===== config.mk =====
export PLATFORM = sky130hd
export DESIGN_NAME = ipc_cfg_top
export DESIGN_NICKNAME = d
export VERILOG_FILES = /design/src/hw/ipc_oneshot.v /design/src/hw/ipc_cfg_top.v
export VERILOG_INCLUDE_DIRS = /design/src /design/src/hw
export SDC_FILE = /design/constraint.sdc
export NUM_CORES = 1
export LEC_CHECK = 0
export BUFFER_PORTS_ARGS = -buffer_cell sky130_fd_sc_hd__buf_2
export CORE_MARGIN = 2
export CORE_UTILIZATION = 60
export CTS_BUF_LIST = sky130_fd_sc_hd__clkbuf_4 sky130_fd_sc_hd__clkbuf_8
export CTS_CLUSTER_DIAMETER = 80
export CTS_CLUSTER_SIZE = 14
export DETAILED_ROUTE_END_ITERATION = 10
export PLACE_DENSITY_LB_ADDON = 0.2
export SYNTH_ARGS = -nofsm -noshare
export SYNTH_HDL_FRONTEND = slang
export SYNTH_SLANG_ARGS = --single-unit

===== constraint.sdc =====
create_clock -name clk_i -period 4.5 [get_ports clk_i]
set_clock_uncertainty 0.1 [all_clocks]
set_input_delay 0.45 -clock clk_i [delete_from_list [all_inputs] [get_ports clk_i]]
set_output_delay 0.45 -clock clk_i [all_outputs]
set_load 0.01 [all_outputs]

===== src/hw/ipc_regs.vh =====
// Functional notes
// - dm line polarity normal or invert, present only with async or adpcm fitted.
// - rs and cs lines each get their own polarity choice, async only.
// - mc, tt, rt and st timing lines each invert independently, async only.
// - remote port rate selectable from 110 to 19200 bit/s and readable.
// - remote port parity even, odd or none, applied to port characters.
// - remote address holds 1 to 255 and reads back.
// - operating mode is duplex, receive only or transmit only.
// - one-way modes mask unused direction faults from live and stored reports.
// - lamp test lights every indicator for three seconds, then normal.
// - display contrast steps up or down by one, held within 0 to 100.
// - time of day and date run, read back, and load on a set command.
`ifndef IPC_REGS_VH
`define IPC_REGS_VH

// register byte offsets
`define IPC_POL_EDIT    8'h00
`define IPC_PORT_EDIT   8'h04
`define IPC_ADDR_EDIT   8'h08
`define IPC_MODE_EDIT   8'h0C
`define IPC_TIME_EDIT   8'h10
`define IPC_DATE_EDIT   8'h14
`define IPC_CONFIRM     8'h18
`define IPC_ACTIVE0     8'h1C
`define IPC_ACTIVE1     8'h20
`define IPC_TIME_NOW    8'h24
`define IPC_DATE_NOW    8'h28
`define IPC_IRQ_STAT    8'h2C
`define IPC_IRQ_MASK    8'h30
`define IPC_FLT_STORE   8'h34

// confirm register bit positions
`define IPC_CF_POL      0
`define IPC_CF_PORT     1
`define IPC_CF_ADDR     2
`define IPC_CF_MODE     3
`define IPC_CF_CLOCK    4
`define IPC_CF_LAMP     5
`define IPC_CF_UP       6
`define IPC_CF_DOWN     7

// interrupt status bit positions
`define IPC_EV_APPLIED  0
`define IPC_EV_REJECT   1
`define IPC_EV_LAMP     2
`define IPC_EV_LIMIT    3

// polarity bit positions
`define IPC_POL_DM      0
`define IPC_POL_RS      1
`define IPC_POL_CS      2
`define IPC_POL_MC      3
`define IPC_POL_TT      4
`define IPC_POL_RT      5
`define IPC_POL_ST      6

// modes and parity codes
`define IPC_MODE_DUPLEX 2'h0
`define IPC_MODE_RXONLY 2'h1
`define IPC_MODE_TXONLY 2'h2
`define IPC_PAR_NONE    2'h0
`define IPC_PAR_EVEN    2'h1
`define IPC_PAR_ODD     2'h2

// rate codes 0..7: 110,300,600,1200,2400,4800,9600,19200 bit/s
`define IPC_RATE_MAX    3'h7

// limits and reset values
`define IPC_CONTRAST_MAX 7'h64
`define IPC_CONTRAST_RST 7'h32
`define IPC_ADDR_RST     8'h01
`define IPC_RATE_RST     3'h6
`define IPC_DATE_RST     16'h0021
`define IPC_DAY_RST      5'h01
`define IPC_MON_RST      4'h1

// timing
`define IPC_CLK_HZ       20000000
`define IPC_LAMP_MS      3000
`define IPC_LAMP_CYCLES  ((`IPC_CLK_HZ / 1000) * `IPC_LAMP_MS)
`define IPC_SEC_CYCLES   (`IPC_CLK_HZ)

`endif


===== src/hw/ipc_oneshot.v =====
`timescale 1ns/1ps
module ipc_oneshot #(
   parameter CW  = 26,
   parameter LEN = 60000000
) (
   // clock and reset
   input  wire clk_i,
   input  wire srst_i,
   // control
   input  wire start_i,
   output wire busy_o,
   output reg  done_o
);
   localparam [CW-1:0] LAST = LEN[CW-1:0] - 1'b1;

   reg [CW-1:0] cnt_q;
   reg          busy_q;

   assign busy_o = busy_q;

   // a start while running restarts the full interval
   always @(posedge clk_i) begin
      if (srst_i) begin
         cnt_q  <= {CW{1'b0}};
         busy_q <= 1'b0;
         done_o <= 1'b0;
      end else begin
         done_o <= 1'b0;
         if (start_i) begin
            cnt_q  <= {CW{1'b0}};
            busy_q <= 1'b1;
         end else if (busy_q) begin
            if (cnt_q == LAST) begin
               busy_q <= 1'b0;
               done_o <= 1'b1;
            end else begin
               cnt_q <= cnt_q + 1'b1;
            end
         end
      end
   end
endmodule


===== src/hw/ipc_cfg_top.v =====
`timescale 1ns/1ps
`include "ipc_regs.vh"
module ipc_cfg_top #(
   parameter ASYNC_FIT   = 1,
   parameter ADPCM_FIT   = 0,
   parameter FLT_W       = 4,
   parameter LAMP_W      = 8,
   parameter LAMP_CYCLES = `IPC_LAMP_CYCLES,
   parameter SEC_CYCLES  = `IPC_SEC_CYCLES
) (
   // clock and reset
   input  wire              clk_i,
   input  wire              srst_i,
   // wishbone slave
   input  wire              wb_cyc_i,
   input  wire              wb_stb_i,
   input  wire              wb_we_i,
   input  wire [7:0]        wb_adr_i,
   input  wire [3:0]        wb_sel_i,
   input  wire [31:0]       wb_dat_i,
   output reg  [31:0]       wb_dat_o,
   output reg               wb_ack_o,
   // interface lines dm,rs,cs,mc,tt,rt,st
   input  wire [6:0]        line_i,
   output wire [6:0]        line_o,
   // remote control port
   input  wire [7:0]        rc_char_i,
   output reg  [2:0]        rc_rate_o,
   output reg  [1:0]        rc_parity_o,
   output reg  [7:0]        rc_addr_o,
   output reg               rc_par_bit_o,
   // operation mode and faults
   output reg  [1:0]        mode_o,
   input  wire [FLT_W-1:0]  tx_flt_i,
   input  wire [FLT_W-1:0]  rx_flt_i,
   output reg  [FLT_W-1:0]  tx_flt_o,
   output reg  [FLT_W-1:0]  rx_flt_o,
   // front panel
   input  wire [LAMP_W-1:0] ind_i,
   output reg  [LAMP_W-1:0] ind_o,
   output reg  [6:0]        contrast_o,
   // interrupt
   output wire              irq_o
);
   // option gating of polarity bits
   localparam [6:0] POL_OK = {{6{ASYNC_FIT != 0}}, (ASYNC_FIT != 0) || (ADPCM_FIT != 0)};

   function [31:0] wmerge;
      input [31:0] old;
      input [31:0] nw;
      input [3:0]  sel;
      integer      b;
      begin
         for (b = 0; b < 4; b = b + 1) begin
            wmerge[b*8 +: 8] = sel[b] ? nw[b*8 +: 8] : old[b*8 +: 8];
         end
      end
   endfunction

   function [4:0] month_days;
      input [3:0] mon;
      input [6:0] yr;
      begin
         case (mon)
            4'h2:    month_days = (yr[1:0] == 2'h0) ? 5'h1D : 5'h1C;
            4'h4:    month_days = 5'h1E;
            4'h6:    month_days = 5'h1E;
            4'h9:    month_days = 5'h1E;
            4'hB:    month_days = 5'h1E;
            default: month_days = 5'h1F;
         endcase
      end
   endfunction

   // bus handshake: ack one cycle after the request, dropped the cycle after
   wire wb_req = wb_cyc_i & wb_stb_i;
   wire wr_go  = wb_req & wb_ack_o & wb_we_i;

   // pending edits and active values
   reg  [6:0]        pol_edit_q, pol_q;
   reg  [4:0]        port_edit_q;
   reg  [7:0]        addr_edit_q;
   reg  [1:0]        mode_edit_q;
   reg  [16:0]       time_edit_q;
   reg  [15:0]       date_edit_q;
   reg  [3:0]        irq_stat_q, irq_mask_q;
   reg  [2*FLT_W-1:0] flt_store_q;
   // clock and calendar
   reg  [5:0]        sec_q, min_q;
   reg  [4:0]        hour_q, day_q;
   reg  [3:0]        mon_q;
   reg  [6:0]        year_q;
   reg  [24:0]       tick_cnt_q;
   // fault synchronisers
   reg  [2*FLT_W-1:0] flt_s1_q, flt_s2_q, flt_s3_q, flt_q;

   localparam [24:0] SEC_LAST = SEC_CYCLES[24:0] - 25'h0000001;

   wire [31:0] wd_pol  = wmerge({25'h0, pol_edit_q}, wb_dat_i, wb_sel_i);
   wire [31:0] wd_port = wmerge({27'h0, port_edit_q}, wb_dat_i, wb_sel_i);
   wire [31:0] wd_addr = wmerge({24'h0, addr_edit_q}, wb_dat_i, wb_sel_i);
   wire [31:0] wd_mode = wmerge({30'h0, mode_edit_q}, wb_dat_i, wb_sel_i);
   wire [31:0] wd_time = wmerge({15'h0, time_edit_q}, wb_dat_i, wb_sel_i);
   wire [31:0] wd_date = wmerge({16'h0, date_edit_q}, wb_dat_i, wb_sel_i);
   wire [31:0] wd_mask = wmerge({28'h0, irq_mask_q}, wb_dat_i, wb_sel_i);

   wire       cf_wr  = wr_go & (wb_adr_i == `IPC_CONFIRM) & wb_sel_i[0];
   wire [7:0] cf     = cf_wr ? wb_dat_i[7:0] : 8'h00;

   // validity of pending values
   wire port_ok  = (port_edit_q[4:3] != 2'h3);
   wire addr_ok  = (addr_edit_q != 8'h00);
   wire mode_ok  = (mode_edit_q != 2'h3);
   wire time_ok  = (time_edit_q[4:0] < 5'h18) && (time_edit_q[10:5] < 6'h3C) &&
                   (time_edit_q[16:11] < 6'h3C);
   wire date_ok  = (date_edit_q[8:5] != 4'h0) && (date_edit_q[8:5] < 4'hD) &&
                   (date_edit_q[4:0] != 5'h00) &&
                   (date_edit_q[4:0] <= month_days(date_edit_q[8:5], date_edit_q[15:9])) &&
                   (date_edit_q[15:9] < 7'h64);

   wire ap_port  = cf[`IPC_CF_PORT]  & port_ok;
   wire ap_addr  = cf[`IPC_CF_ADDR]  & addr_ok;
   wire ap_mode  = cf[`IPC_CF_MODE]  & mode_ok;
   wire ap_clock = cf[`IPC_CF_CLOCK] & time_ok & date_ok;
   wire rejected = (cf[`IPC_CF_PORT] & ~port_ok) | (cf[`IPC_CF_ADDR] & ~addr_ok) |
                   (cf[`IPC_CF_MODE] & ~mode_ok) |
                   (cf[`IPC_CF_CLOCK] & ~(time_ok & date_ok));
   wire applied  = cf[`IPC_CF_POL] | ap_port | ap_addr | ap_mode | ap_clock;

   // lamp timer
   wire lamp_busy;
   wire lamp_done;

   ipc_oneshot #(
      .CW  (26),
      .LEN (LAMP_CYCLES)
   ) u_lamp (
      .clk_i   (clk_i),
      .srst_i  (srst_i),
      .start_i (cf[`IPC_CF_LAMP]),
      .busy_o  (lamp_busy),
      .done_o  (lamp_done)
   );

   // contrast stepping
   wire step_up   = cf[`IPC_CF_UP] & ~cf[`IPC_CF_DOWN];
   wire step_down = cf[`IPC_CF_DOWN] & ~cf[`IPC_CF_UP];
   wire at_limit  = (step_up & (contrast_o == `IPC_CONTRAST_MAX)) |
                    (step_down & (contrast_o == 7'h00));

   wire [3:0] ev = {at_limit, lamp_done, rejected, applied};

   assign irq_o  = |(irq_stat_q & irq_mask_q);

   // polarity applied straight on the line; a register here would skew clocks
   assign line_o = line_i ^ pol_q;

   // software-side registers
   always @(posedge clk_i) begin
      if (srst_i) begin
         pol_edit_q  <= 7'h00;
         port_edit_q <= {`IPC_PAR_NONE, `IPC_RATE_RST};
         addr_edit_q <= `IPC_ADDR_RST;
         mode_edit_q <= `IPC_MODE_DUPLEX;
         time_edit_q <= 17'h00000;
         date_edit_q <= `IPC_DATE_RST;
         irq_mask_q  <= 4'h0;
      end else if (wr_go) begin
         case (wb_adr_i)
            `IPC_POL_EDIT:  pol_edit_q  <= wd_pol[6:0] & POL_OK;
            `IPC_PORT_EDIT: port_edit_q <= wd_port[4:0];
            `IPC_ADDR_EDIT: addr_edit_q <= wd_addr[7:0];
            `IPC_MODE_EDIT: mode_edit_q <= wd_mode[1:0];
            `IPC_TIME_EDIT: time_edit_q <= wd_time[16:0];
            `IPC_DATE_EDIT: date_edit_q <= wd_date[15:0];
            `IPC_IRQ_MASK:  irq_mask_q  <= wd_mask[3:0];
            default: begin
            end
         endcase
      end
   end

   // active settings change only on confirm
   always @(posedge clk_i) begin
      if (srst_i) begin
         pol_q       <= 7'h00;
         rc_rate_o   <= `IPC_RATE_RST;
         rc_parity_o <= `IPC_PAR_NONE;
         rc_addr_o   <= `IPC_ADDR_RST;
         mode_o      <= `IPC_MODE_DUPLEX;
      end else begin
         if (cf[`IPC_CF_POL]) begin
            pol_q <= pol_edit_q & POL_OK;
         end
         if (ap_port) begin
            rc_rate_o   <= port_edit_q[2:0];
            rc_parity_o <= port_edit_q[4:3];
         end
         if (ap_addr) begin
            rc_addr_o <= addr_edit_q;
         end
         if (ap_mode) begin
            mode_o <= mode_edit_q;
         end
      end
   end

   // parity bit, registered from the character on the remote port one cycle earlier
   always @(posedge clk_i) begin
      if (srst_i) begin
         rc_par_bit_o <= 1'b0;
      end else begin
         case (rc_parity_o)
            `IPC_PAR_EVEN: rc_par_bit_o <= ^rc_char_i;
            `IPC_PAR_ODD:  rc_par_bit_o <= ~^rc_char_i;
            default:       rc_par_bit_o <= 1'b0;
         endcase
      end
   end

   // faults: three-stage sync, accept a change once stages two and three agree
   always @(posedge clk_i) begin
      if (srst_i) begin
         flt_s1_q <= {2*FLT_W{1'b0}};
         flt_s2_q <= {2*FLT_W{1'b0}};
         flt_s3_q <= {2*FLT_W{1'b0}};
         flt_q    <= {2*FLT_W{1'b0}};
      end else begin
         flt_s1_q <= {rx_flt_i, tx_flt_i};
         flt_s2_q <= flt_s1_q;
         flt_s3_q <= flt_s2_q;
         flt_q    <= (flt_s2_q & flt_s3_q) | (flt_q & (flt_s2_q | flt_s3_q));
      end
   end

   wire tx_used = (mode_o != `IPC_MODE_RXONLY);
   wire rx_used = (mode_o != `IPC_MODE_TXONLY);
   wire [2*FLT_W-1:0] flt_live = flt_q & {{FLT_W{rx_used}}, {FLT_W{tx_used}}};

   wire st_clr_wr = wr_go & (wb_adr_i == `IPC_FLT_STORE);
   wire is_clr_wr = wr_go & (wb_adr_i == `IPC_IRQ_STAT) & wb_sel_i[0];

   // sticky records: a new event wins over a clear in the same cycle
   always @(posedge clk_i) begin
      if (srst_i) begin
         tx_flt_o    <= {FLT_W{1'b0}};
         rx_flt_o    <= {FLT_W{1'b0}};
         flt_store_q <= {2*FLT_W{1'b0}};
         irq_stat_q  <= 4'h0;
      end else begin
         tx_flt_o    <= flt_live[FLT_W-1:0];
         rx_flt_o    <= flt_live[2*FLT_W-1:FLT_W];
         flt_store_q <= (flt_store_q & ~(st_clr_wr ? wb_dat_i[2*FLT_W-1:0] :
                        {2*FLT_W{1'b0}})) | flt_live;
         irq_stat_q  <= (irq_stat_q & ~(is_clr_wr ? wb_dat_i[3:0] : 4'h0)) | ev;
      end
   end

   // lamp test and contrast
   always @(posedge clk_i) begin
      if (srst_i) begin
         ind_o      <= {LAMP_W{1'b0}};
         contrast_o <= `IPC_CONTRAST_RST;
      end else begin
         ind_o <= lamp_busy ? {LAMP_W{1'b1}} : ind_i;
         if (step_up && contrast_o != `IPC_CONTRAST_MAX) begin
            contrast_o <= contrast_o + 7'h01;
         end else if (step_down && contrast_o != 7'h00) begin
            contrast_o <= contrast_o - 7'h01;
         end
      end
   end

   // running clock and calendar, one tick a second from the divider
   wire sec_tick = (tick_cnt_q == SEC_LAST);
   wire sec_wrap = (sec_q == 6'h3B);
   wire min_wrap = sec_wrap & (min_q == 6'h3B);
   wire hr_wrap  = min_wrap & (hour_q == 5'h17);
   wire day_wrap = hr_wrap & (day_q == month_days(mon_q, year_q));
   wire mon_wrap = day_wrap & (mon_q == 4'hC);

   always @(posedge clk_i) begin
      if (srst_i) begin
         tick_cnt_q <= 25'h0000000;
         sec_q      <= 6'h00;
         min_q      <= 6'h00;
         hour_q     <= 5'h00;
         day_q      <= `IPC_DAY_RST;
         mon_q      <= `IPC_MON_RST;
         year_q     <= 7'h00;
      end else if (ap_clock) begin
         tick_cnt_q <= 25'h0000000;
         hour_q     <= time_edit_q[4:0];
         min_q      <= time_edit_q[10:5];
         sec_q      <= time_edit_q[16:11];
         day_q      <= date_edit_q[4:0];
         mon_q      <= date_edit_q[8:5];
         year_q     <= date_edit_q[15:9];
      end else if (sec_tick) begin
         tick_cnt_q <= 25'h0000000;
         sec_q      <= sec_wrap ? 6'h00 : sec_q + 6'h01;
         if (sec_wrap) begin
            min_q <= (min_q == 6'h3B) ? 6'h00 : min_q + 6'h01;
         end
         if (min_wrap) begin
            hour_q <= (hour_q == 5'h17) ? 5'h00 : hour_q + 5'h01;
         end
         if (hr_wrap) begin
            day_q <= day_wrap ? 5'h01 : day_q + 5'h01;
         end
         if (day_wrap) begin
            mon_q <= mon_wrap ? 4'h1 : mon_q + 4'h1;
         end
         if (mon_wrap) begin
            year_q <= (year_q == 7'h63) ? 7'h00 : year_q + 7'h01;
         end
      end else begin
         tick_cnt_q <= tick_cnt_q + 25'h0000001;
      end
   end

   // read mux; unmapped offsets read zero and are still acknowledged
   reg [31:0] rd_d;
   always @* begin
      case (wb_adr_i)
         `IPC_POL_EDIT:  rd_d = {25'h0, pol_edit_q};
         `IPC_PORT_EDIT: rd_d = {27'h0, port_edit_q};
         `IPC_ADDR_EDIT: rd_d = {24'h0, addr_edit_q};
         `IPC_MODE_EDIT: rd_d = {30'h0, mode_edit_q};
         `IPC_TIME_EDIT: rd_d = {15'h0, time_edit_q};
         `IPC_DATE_EDIT: rd_d = {16'h0, date_edit_q};
         `IPC_ACTIVE0:   rd_d = {7'h0, lamp_busy, 2'h0, mode_o, 2'h0, rc_parity_o,
                                 5'h0, rc_rate_o, 1'b0, pol_q};
         `IPC_ACTIVE1:   rd_d = {17'h0, contrast_o, rc_addr_o};
         `IPC_TIME_NOW:  rd_d = {15'h0, sec_q, min_q, hour_q};
         `IPC_DATE_NOW:  rd_d = {16'h0, year_q, mon_q, day_q};
         `IPC_IRQ_STAT:  rd_d = {28'h0, irq_stat_q};
         `IPC_IRQ_MASK:  rd_d = {28'h0, irq_mask_q};
         `IPC_FLT_STORE: rd_d = {{(32-2*FLT_W){1'b0}}, flt_store_q};
         default:        rd_d = 32'h00000000;
      endcase
   end

   always @(posedge clk_i) begin
      if (srst_i) begin
         wb_ack_o <= 1'b0;
         wb_dat_o <= 32'h00000000;
      end else begin
         wb_ack_o <= wb_req & ~wb_ack_o;
         wb_dat_o <= (wb_req & ~wb_ack_o & ~wb_we_i) ? rd_d : 32'h00000000;
      end
   end
endmodule


### After elaboration in Yosys (flattened, before gate mapping)

Index checks and enable logic that the tools add are counted.

* flip-flop bits (word level): 268
* input bits: 80
* output and inout bits: 80
* word-level logic and storage cells: 240

* add/subtract/negate cells: 10
* magnitude comparators: 6
* equality and inequality tests: 39
* muxes and demuxes: 39
* bitwise gates (word level): 60
* reductions and logical operators: 48

Operator list (number)
* $pmux 25 s13: 1
* $eq 8x6->1 const B: 6
* $mux 6: 7
* $mux 7: 6
* $mux 5: 8
* $and 8x8->8: 4
* $eq 8x5->1 const B: 4
* $reduce_and 3->1: 10
* $and 1x1->1: 28
* $add 26x1->26 const B: 1
* $eq 26x26->1 const B: 1
* $add 25x1->25 const B: 1
* $eq 25x25->1 const B: 1
* $mux 8: 3
* $or 8x8->8: 3
* $eq 4x4->1 const B: 5
* $mux 4: 5
* $eq 4x3->1 const B: 4
* $eq 8x4->1 const B: 2
* $add 7x1->7 const B: 2
* $eq 7x7->1 const B: 2
* $reduce_bool 2->1: 7
* $add 6x1->6 const B: 2
* $eq 6x6->1 const B: 2
* other kinds (41): 87

### Logic depth before layout (Yosys ltp)

* word-level depth: 12
* mapped depth: 12
* mapped depth without buffers: 10

### Modules after synthesis

Synthesis repeated with hierarchy kept, for this count alone.

* cell total of the unflattened synthesis: 1410
* area, all modules: 12130.4 um^2

By module, submodules not included
* ipc_cfg_top: times used 1, cells each 1250, area each 10727.8 um^2, seq. area each 4584.4 um^2
* ipc_oneshot: times used 1, cells each 160, area each 1402.6 um^2, seq. area each 560.5 um^2

### Worst setup path after synthesis

Ideal clock, no wire load.

* path kind: input-to-reg
* start point: in wb_adr_i[2]
* end point: reg contrast_o[6]
* library setup time: 0.121 ns
* arrival: 3.046 ns
* data required time: 4.279 ns
* path slack: 1.233 ns
* stages: 12
* buffers on the path: 2
* path through: buf_2 nor4b_2 and4_1 buf_4 nand2_1 fa_1 a21o_1 a21oi_1 o21bai_1 a21oi_1 mux2i_1 mux2_2

* longest elaborated chain between the ends: 8
* elaborated cells on any way between the ends: 12
* those cells by class: eq/ne (1); mux (2); bitwise (6); reduce/logical (3)

RTL lines
* from (decl): RTL line ipc_cfg_top.v:18 `input wire [7:0] wb_adr_i,`
* $eq 8x5->1 (no line) (*)
* $and 1x1->1 (*) (2 in a row): RTL line ipc_cfg_top.v:107 `` wire cf_wr = wr_go & (wb_adr_i == `IPC_CONFIRM) & wb_sel_i[0]; ``
* $mux 8 (*): RTL line ipc_cfg_top.v:108 `wire [7:0] cf = cf_wr ? wb_dat_i[7:0] : 8'h00;`
* $not 1->1, on equally long branches: RTL line ipc_cfg_top.v:146, ipc_cfg_top.v:147
* $and 1x1->1, on equally long branches: RTL line ipc_cfg_top.v:146, ipc_cfg_top.v:147
* $logic_and 1x1->1, on equally long branches
* $mux 7 or $reduce_bool 2->1 (tied branches)
* to (signal assigned): RTL line ipc_cfg_top.v:263 `` contrast_o <= `IPC_CONTRAST_RST; ``
* to (signal assigned): RTL line ipc_cfg_top.v:267 `contrast_o <= contrast_o + 7'h01;`
* to (signal assigned): RTL line ipc_cfg_top.v:269 `contrast_o <= contrast_o - 7'h01;`
* to (decl): RTL line ipc_cfg_top.v:41 `output reg [6:0] contrast_o,`

Mark *: on every way between the ends. The rest lies on a longest branch, timed or not.
A chain may end at the register's enable or synchronous reset.

### Worst setup path after layout

* start point: reg date_edit_q[6]
* end point: reg day_q[0]

* longest elaborated chain between the ends: 9
* elaborated cells on any way between the ends: 19
* those cells by class: order compare (2); eq/ne (5); mux (2); bitwise (1); reduce/logical (9)

RTL lines
* from (decl): RTL line ipc_cfg_top.v:85 `reg [15:0] date_edit_q;`
* from (signal assigned): RTL line ipc_cfg_top.v:166 `` date_edit_q <= `IPC_DATE_RST; ``
* from (signal assigned): RTL line ipc_cfg_top.v:175 `` `IPC_DATE_EDIT: date_edit_q <= wd_date[15:0]; ``
* $eq 4x4->1 or $eq 4x3->1 (tied branches): RTL line ipc_cfg_top.v:64 `case (mon)`
* $reduce_or 4->1 (no line)
* $pmux 2 s2: RTL line ipc_cfg_top.v:64
* $le 5x5->1: RTL line ipc_cfg_top.v:118 `(date_edit_q[4:0] <= month_days(date_edit_q[8:5], date_edit_q[15:9])) &&`
* $logic_and 1x1->1 (*): RTL line ipc_cfg_top.v:117 `(date_edit_q[4:0] != 5'h00) &&`
* $logic_and 1x1->1 (*): RTL line ipc_cfg_top.v:118
* $and 1x1->1 (*): RTL line ipc_cfg_top.v:124 `` wire ap_clock = cf[`IPC_CF_CLOCK] & time_ok & date_ok; ``
* $reduce_bool 2->1 (no line)
* $reduce_and 2->1 (no line)
* to (signal assigned): RTL line ipc_cfg_top.v:288 `` day_q <= `IPC_DAY_RST; ``
* to (signal assigned): RTL line ipc_cfg_top.v:296 `day_q <= date_edit_q[4:0];`
* to (signal assigned): RTL line ipc_cfg_top.v:309 `day_q <= day_wrap ? 5'h01 : day_q + 5'h01;`
* to (decl): RTL line ipc_cfg_top.v:90 `reg [4:0] hour_q, day_q;`

Marks and branches as above.

==> metrics.md <==
| Metric | Value |
|---|---|
| Drt initial violations | 1,095 |
| Sw Share | 23.4% |
| Power per Cell Area | 279 nW/um^2 |
| Clock power frac | 32.7% |
| Total vias in the final route | 11,092 |
| Total Power | 3.67 mW |
| Site Rows | 51 |
| #FFs+latches synth | 257 |
| WP data arrival | 3.87 ns |
| Peak VDD IR | 0.326 mV |
| Final WL | 34,400 microns |
| Ratio of cells with drive above 1 in the final layout | 14.2% |
| CTS sink cnt | 257 |
| Multi-input gate area | 6370 sq um |
| Final min period | 3.52 ns |
| Compound-gate portion of the synthesized area | 15.7% |
| Post-synthesis mux area share | 3.76% |
| Die Area | 21,200 sq um |
| Clock transition at path regs | 0.11 ns |
| Critical Path Sink Type | flip-flop |
| Antenna diode count | 0 |
| Adder-cell share of the synthesized area | 2.14% |
| Worst Path Required | 4.85 ns |
| RSZ-0062 raised after global routing | false |
| Mean Syn Cell Area | 8.46 sq um |
| Library cells used by synthesis | 85 |
| Simple-gate area share of the yosys netlist | 26.6% |
| Final Cell Area | 13,200 sq um |
| Period utilization | 78.2% |
| Io pins | 160 |
| Most common cell after layout, fill and taps aside | dfxtp_1 |
| Flop pwr share | 62.6% |
| Post-Synth XOR/XNOR Area | 4.45% |
| Cell Area, Synth | 12,000 sq um |
| Final nets | 1,621 |
| Most frequent cells in the layout | dfxtp_1 (257), nand2_1 (171), nor2_1 (147) |
| DRT antenna net count | 0 |
| Fill count | 1,751 |
| Rel. slew slack | 31.6% |
| Fraction of registers with async set/reset | 0% |
| Core ar. | 19,600 sq um |
| DP Area | 12,800 sq um |
| Die Ht | 146 microns |
| Pin count of the biggest net entering global routing | 84 |
| Psw | 860 uW |
| Comb power frac | 4.6% |
| Register area | 5140 sq um |
| PortBufs | 132 |
| Final setup TNS | 0 ns |
| Detailed Routing Iterations Pass 1 | 6 |
| Status | finished clean |
| Cts bufs inserted | 22 |
| Hold Fails Final Rpt | 0 |
| Total gr overflow | 0 |
| CTS tree | built |
| Largest family of logic cells by synthesized area | simple AND/OR/NAND/NOR gates |
| Kind of critical path | flip-flop to flip-flop |
| Worst hold path type | primary input to flip-flop |
| Leak Pwr | 4.97 nW |
| DR vias/cell | 6.21 |
| Worst Setup Start Kind | flip-flop |
| EDFF count, synth | 0 |
| Gpl congestion | 0.998 |
| Slew Limit Fails | 0 |
| CTS Buffer Depth | 3 |
| Syn Inst Count | 1,420 |
| Root Driver | clkbuf_8 |
| Synthesis Warnings | 0 |
| Residual DRC | 0 |
| Hold WS | 0.0104 ns |
| GRT Util Overall | 31.4% |
| Layout area overhead | 9.47% |
| Number of global-route vias before repair | 10,229 |
| Register area share after synthesis | 42.8% |
| Max FO, Critical Path | 20 |
| DR WL/cell | 19.3 microns |
| H-tree depth | 1 |
| Fmax | 284 MHz |
| Clk Latency, worst-skew pair | 0.56 ns |
| Ys flop type | dfxtp_1 |
| Starting Density | 61.4% |
| Postcts setup bufs | 0 |
| Initial antenna violation count | 1 |
| DPL Wire Length | 24,500 microns |
| Int Pwr | 2.81 mW |
| CTS resizes | 0 |
| Final Setup Violations | 0 |
| First-pass GRT wire length | 54,400 microns |
| Tightest Pin Transition | 1.01 ns |
| Max cap viols | 0 |
| Die extent in x | 146 microns |
cell families (layout without fill, tap and decap cells):
group / count (synthesis) / count (layout)
and+or+nand+nor: 636 / 636
AOI/OAI and AO/OA: 278 / 278
DFF: 257 / 257
buffers and inverters: 124 / 215
xor gates and xnor gates: 61 / 61
muxes: 43 / 43
adders and majority gates: 20 / 20
other: 1 / 11
layout make-up:
type	instances	share of cell area, %
multi-input cells	1049	48.4
flip-flops and latches	257	39.1
repair buffers	155	6.45
well taps	265	2.52
clock buffers	23	2.41
inverters	36	1.03
clock inverters	1	0.0856
routing by layer:
metal | part of all wire (%) | wire, microns | vias to the layer above | global-route usage, %
li1 | - | - | 5228 | -
met1 | 41 | 14200 | 5198 | 42.7
met2 | 45 | 15400 | 565 | 50.2
met3 | 10 | 3430 | 99 | 6.08
met4 | 3.9 | 1340 | 2 | 11.1
met5 | 0.038 | 13 | - | 0
state kept, by name (all words and copies together) (netlist names), 8 cells and up:
register,flops
date_edit_q,16
ind_o,8
flt_s3_q,8
addr_edit_q,8
flt_q,8
time_edit_q,17
flt_store_q,8
wb_dat_o,21
flt_s1_q,8
tick_cnt_q,25
flt_s2_q,8
u_lamp.cnt_q,26
rc_addr_o,8
final timing paths:
check / from / end / slack (ns) / depth (start not counted)
max: date_edit_q[6]$_SDFFE_PP0P_ / day_q[0]$_SDFFE_PP1P_ / 0.98 / 9
max reg2reg: date_edit_q[6]$_SDFFE_PP0P_ / day_q[0]$_SDFFE_PP1P_ / 0.98 / 9
min reg2reg: flt_s1_q[3]$_SDFF_PP0_ / flt_s2_q[3]$_SDFF_PP0_ / 0.34 / 1
min: ind_i[3] / ind_o[3]$_SDFF_PP0_ / 0.01 / 3
worst max-delay path, stage by stage, from the launching register on:
cell       delay (ns)
dfxtp_1          0.55
o21ai_0          0.19
a21oi_1          0.17
a2bb2oi_1        0.08
ha_1             0.27
a221oi_1         0.09
nor4_2           0.75
and2_1           0.80
a211oi_1         0.10
a211o_1          0.31
synthesized netlist by cell type (9+ instances only):
cell / instances / area share (%)
nor4_1: 29 / 1.5
a22oi_1: 36 / 2.2
a211oi_1: 16 / 1.0
and2_1: 19 / 0.99
inv_1: 36 / 1.1
nor4b_1: 9 / 0.66
a21oi_1: 93 / 3.9
nor2_1: 147 / 4.6
a31o_2: 9 / 0.66
and4_1: 9 / 0.66
clkbuf_1: 50 / 1.6
nand2_1: 171 / 5.3
xor2_1: 21 / 1.5
nand3_1: 98 / 4.1
dfxtp_1: 257 / 43
nor3_1: 35 / 1.5
o21ai_0: 27 / 1.1
nor2b_1: 31 / 1.6
a221oi_1: 10 / 0.73
ha_1: 19 / 2.0
buf_2: 22 / 0.92
mux2i_1: 38 / 3.2
buf_4: 13 / 0.81
xnor2_1: 40 / 2.9
and3_1: 18 / 0.94
nand4_1: 15 / 0.78
a31oi_1: 18 / 0.94
what timing repair did:
item | CTS | global route
setup endpoints to repair | 0 | 0
hold buffers | 5 | 0
endpoints found under the hold margin | 5 | 0
metrics by stage:
stage	utilization, %	cells	worst slack, ns
detailed placement	65.2	1757	0.786
global route	67.2	1786	0.790
global placement	65.2	1757	0.849
finish	67.2	1786	0.983
floorplan	-	1430	1.23
CTS	67.2	1786	1.12
power groups by stage:
stage	Combinational, mW	Clock, mW	Sequential [mW]
4_1_cts	0.167	1.23	2.30
6_report	0.170	1.20	2.30
3_3_place_gp	0.160	0	2.35
2_1_floorplan	0.0995	0	2.35
5_1_grt	0.183	1.31	2.30
3_5_place_dp	0.163	0	2.35
(Power assumes the default switching activity.)
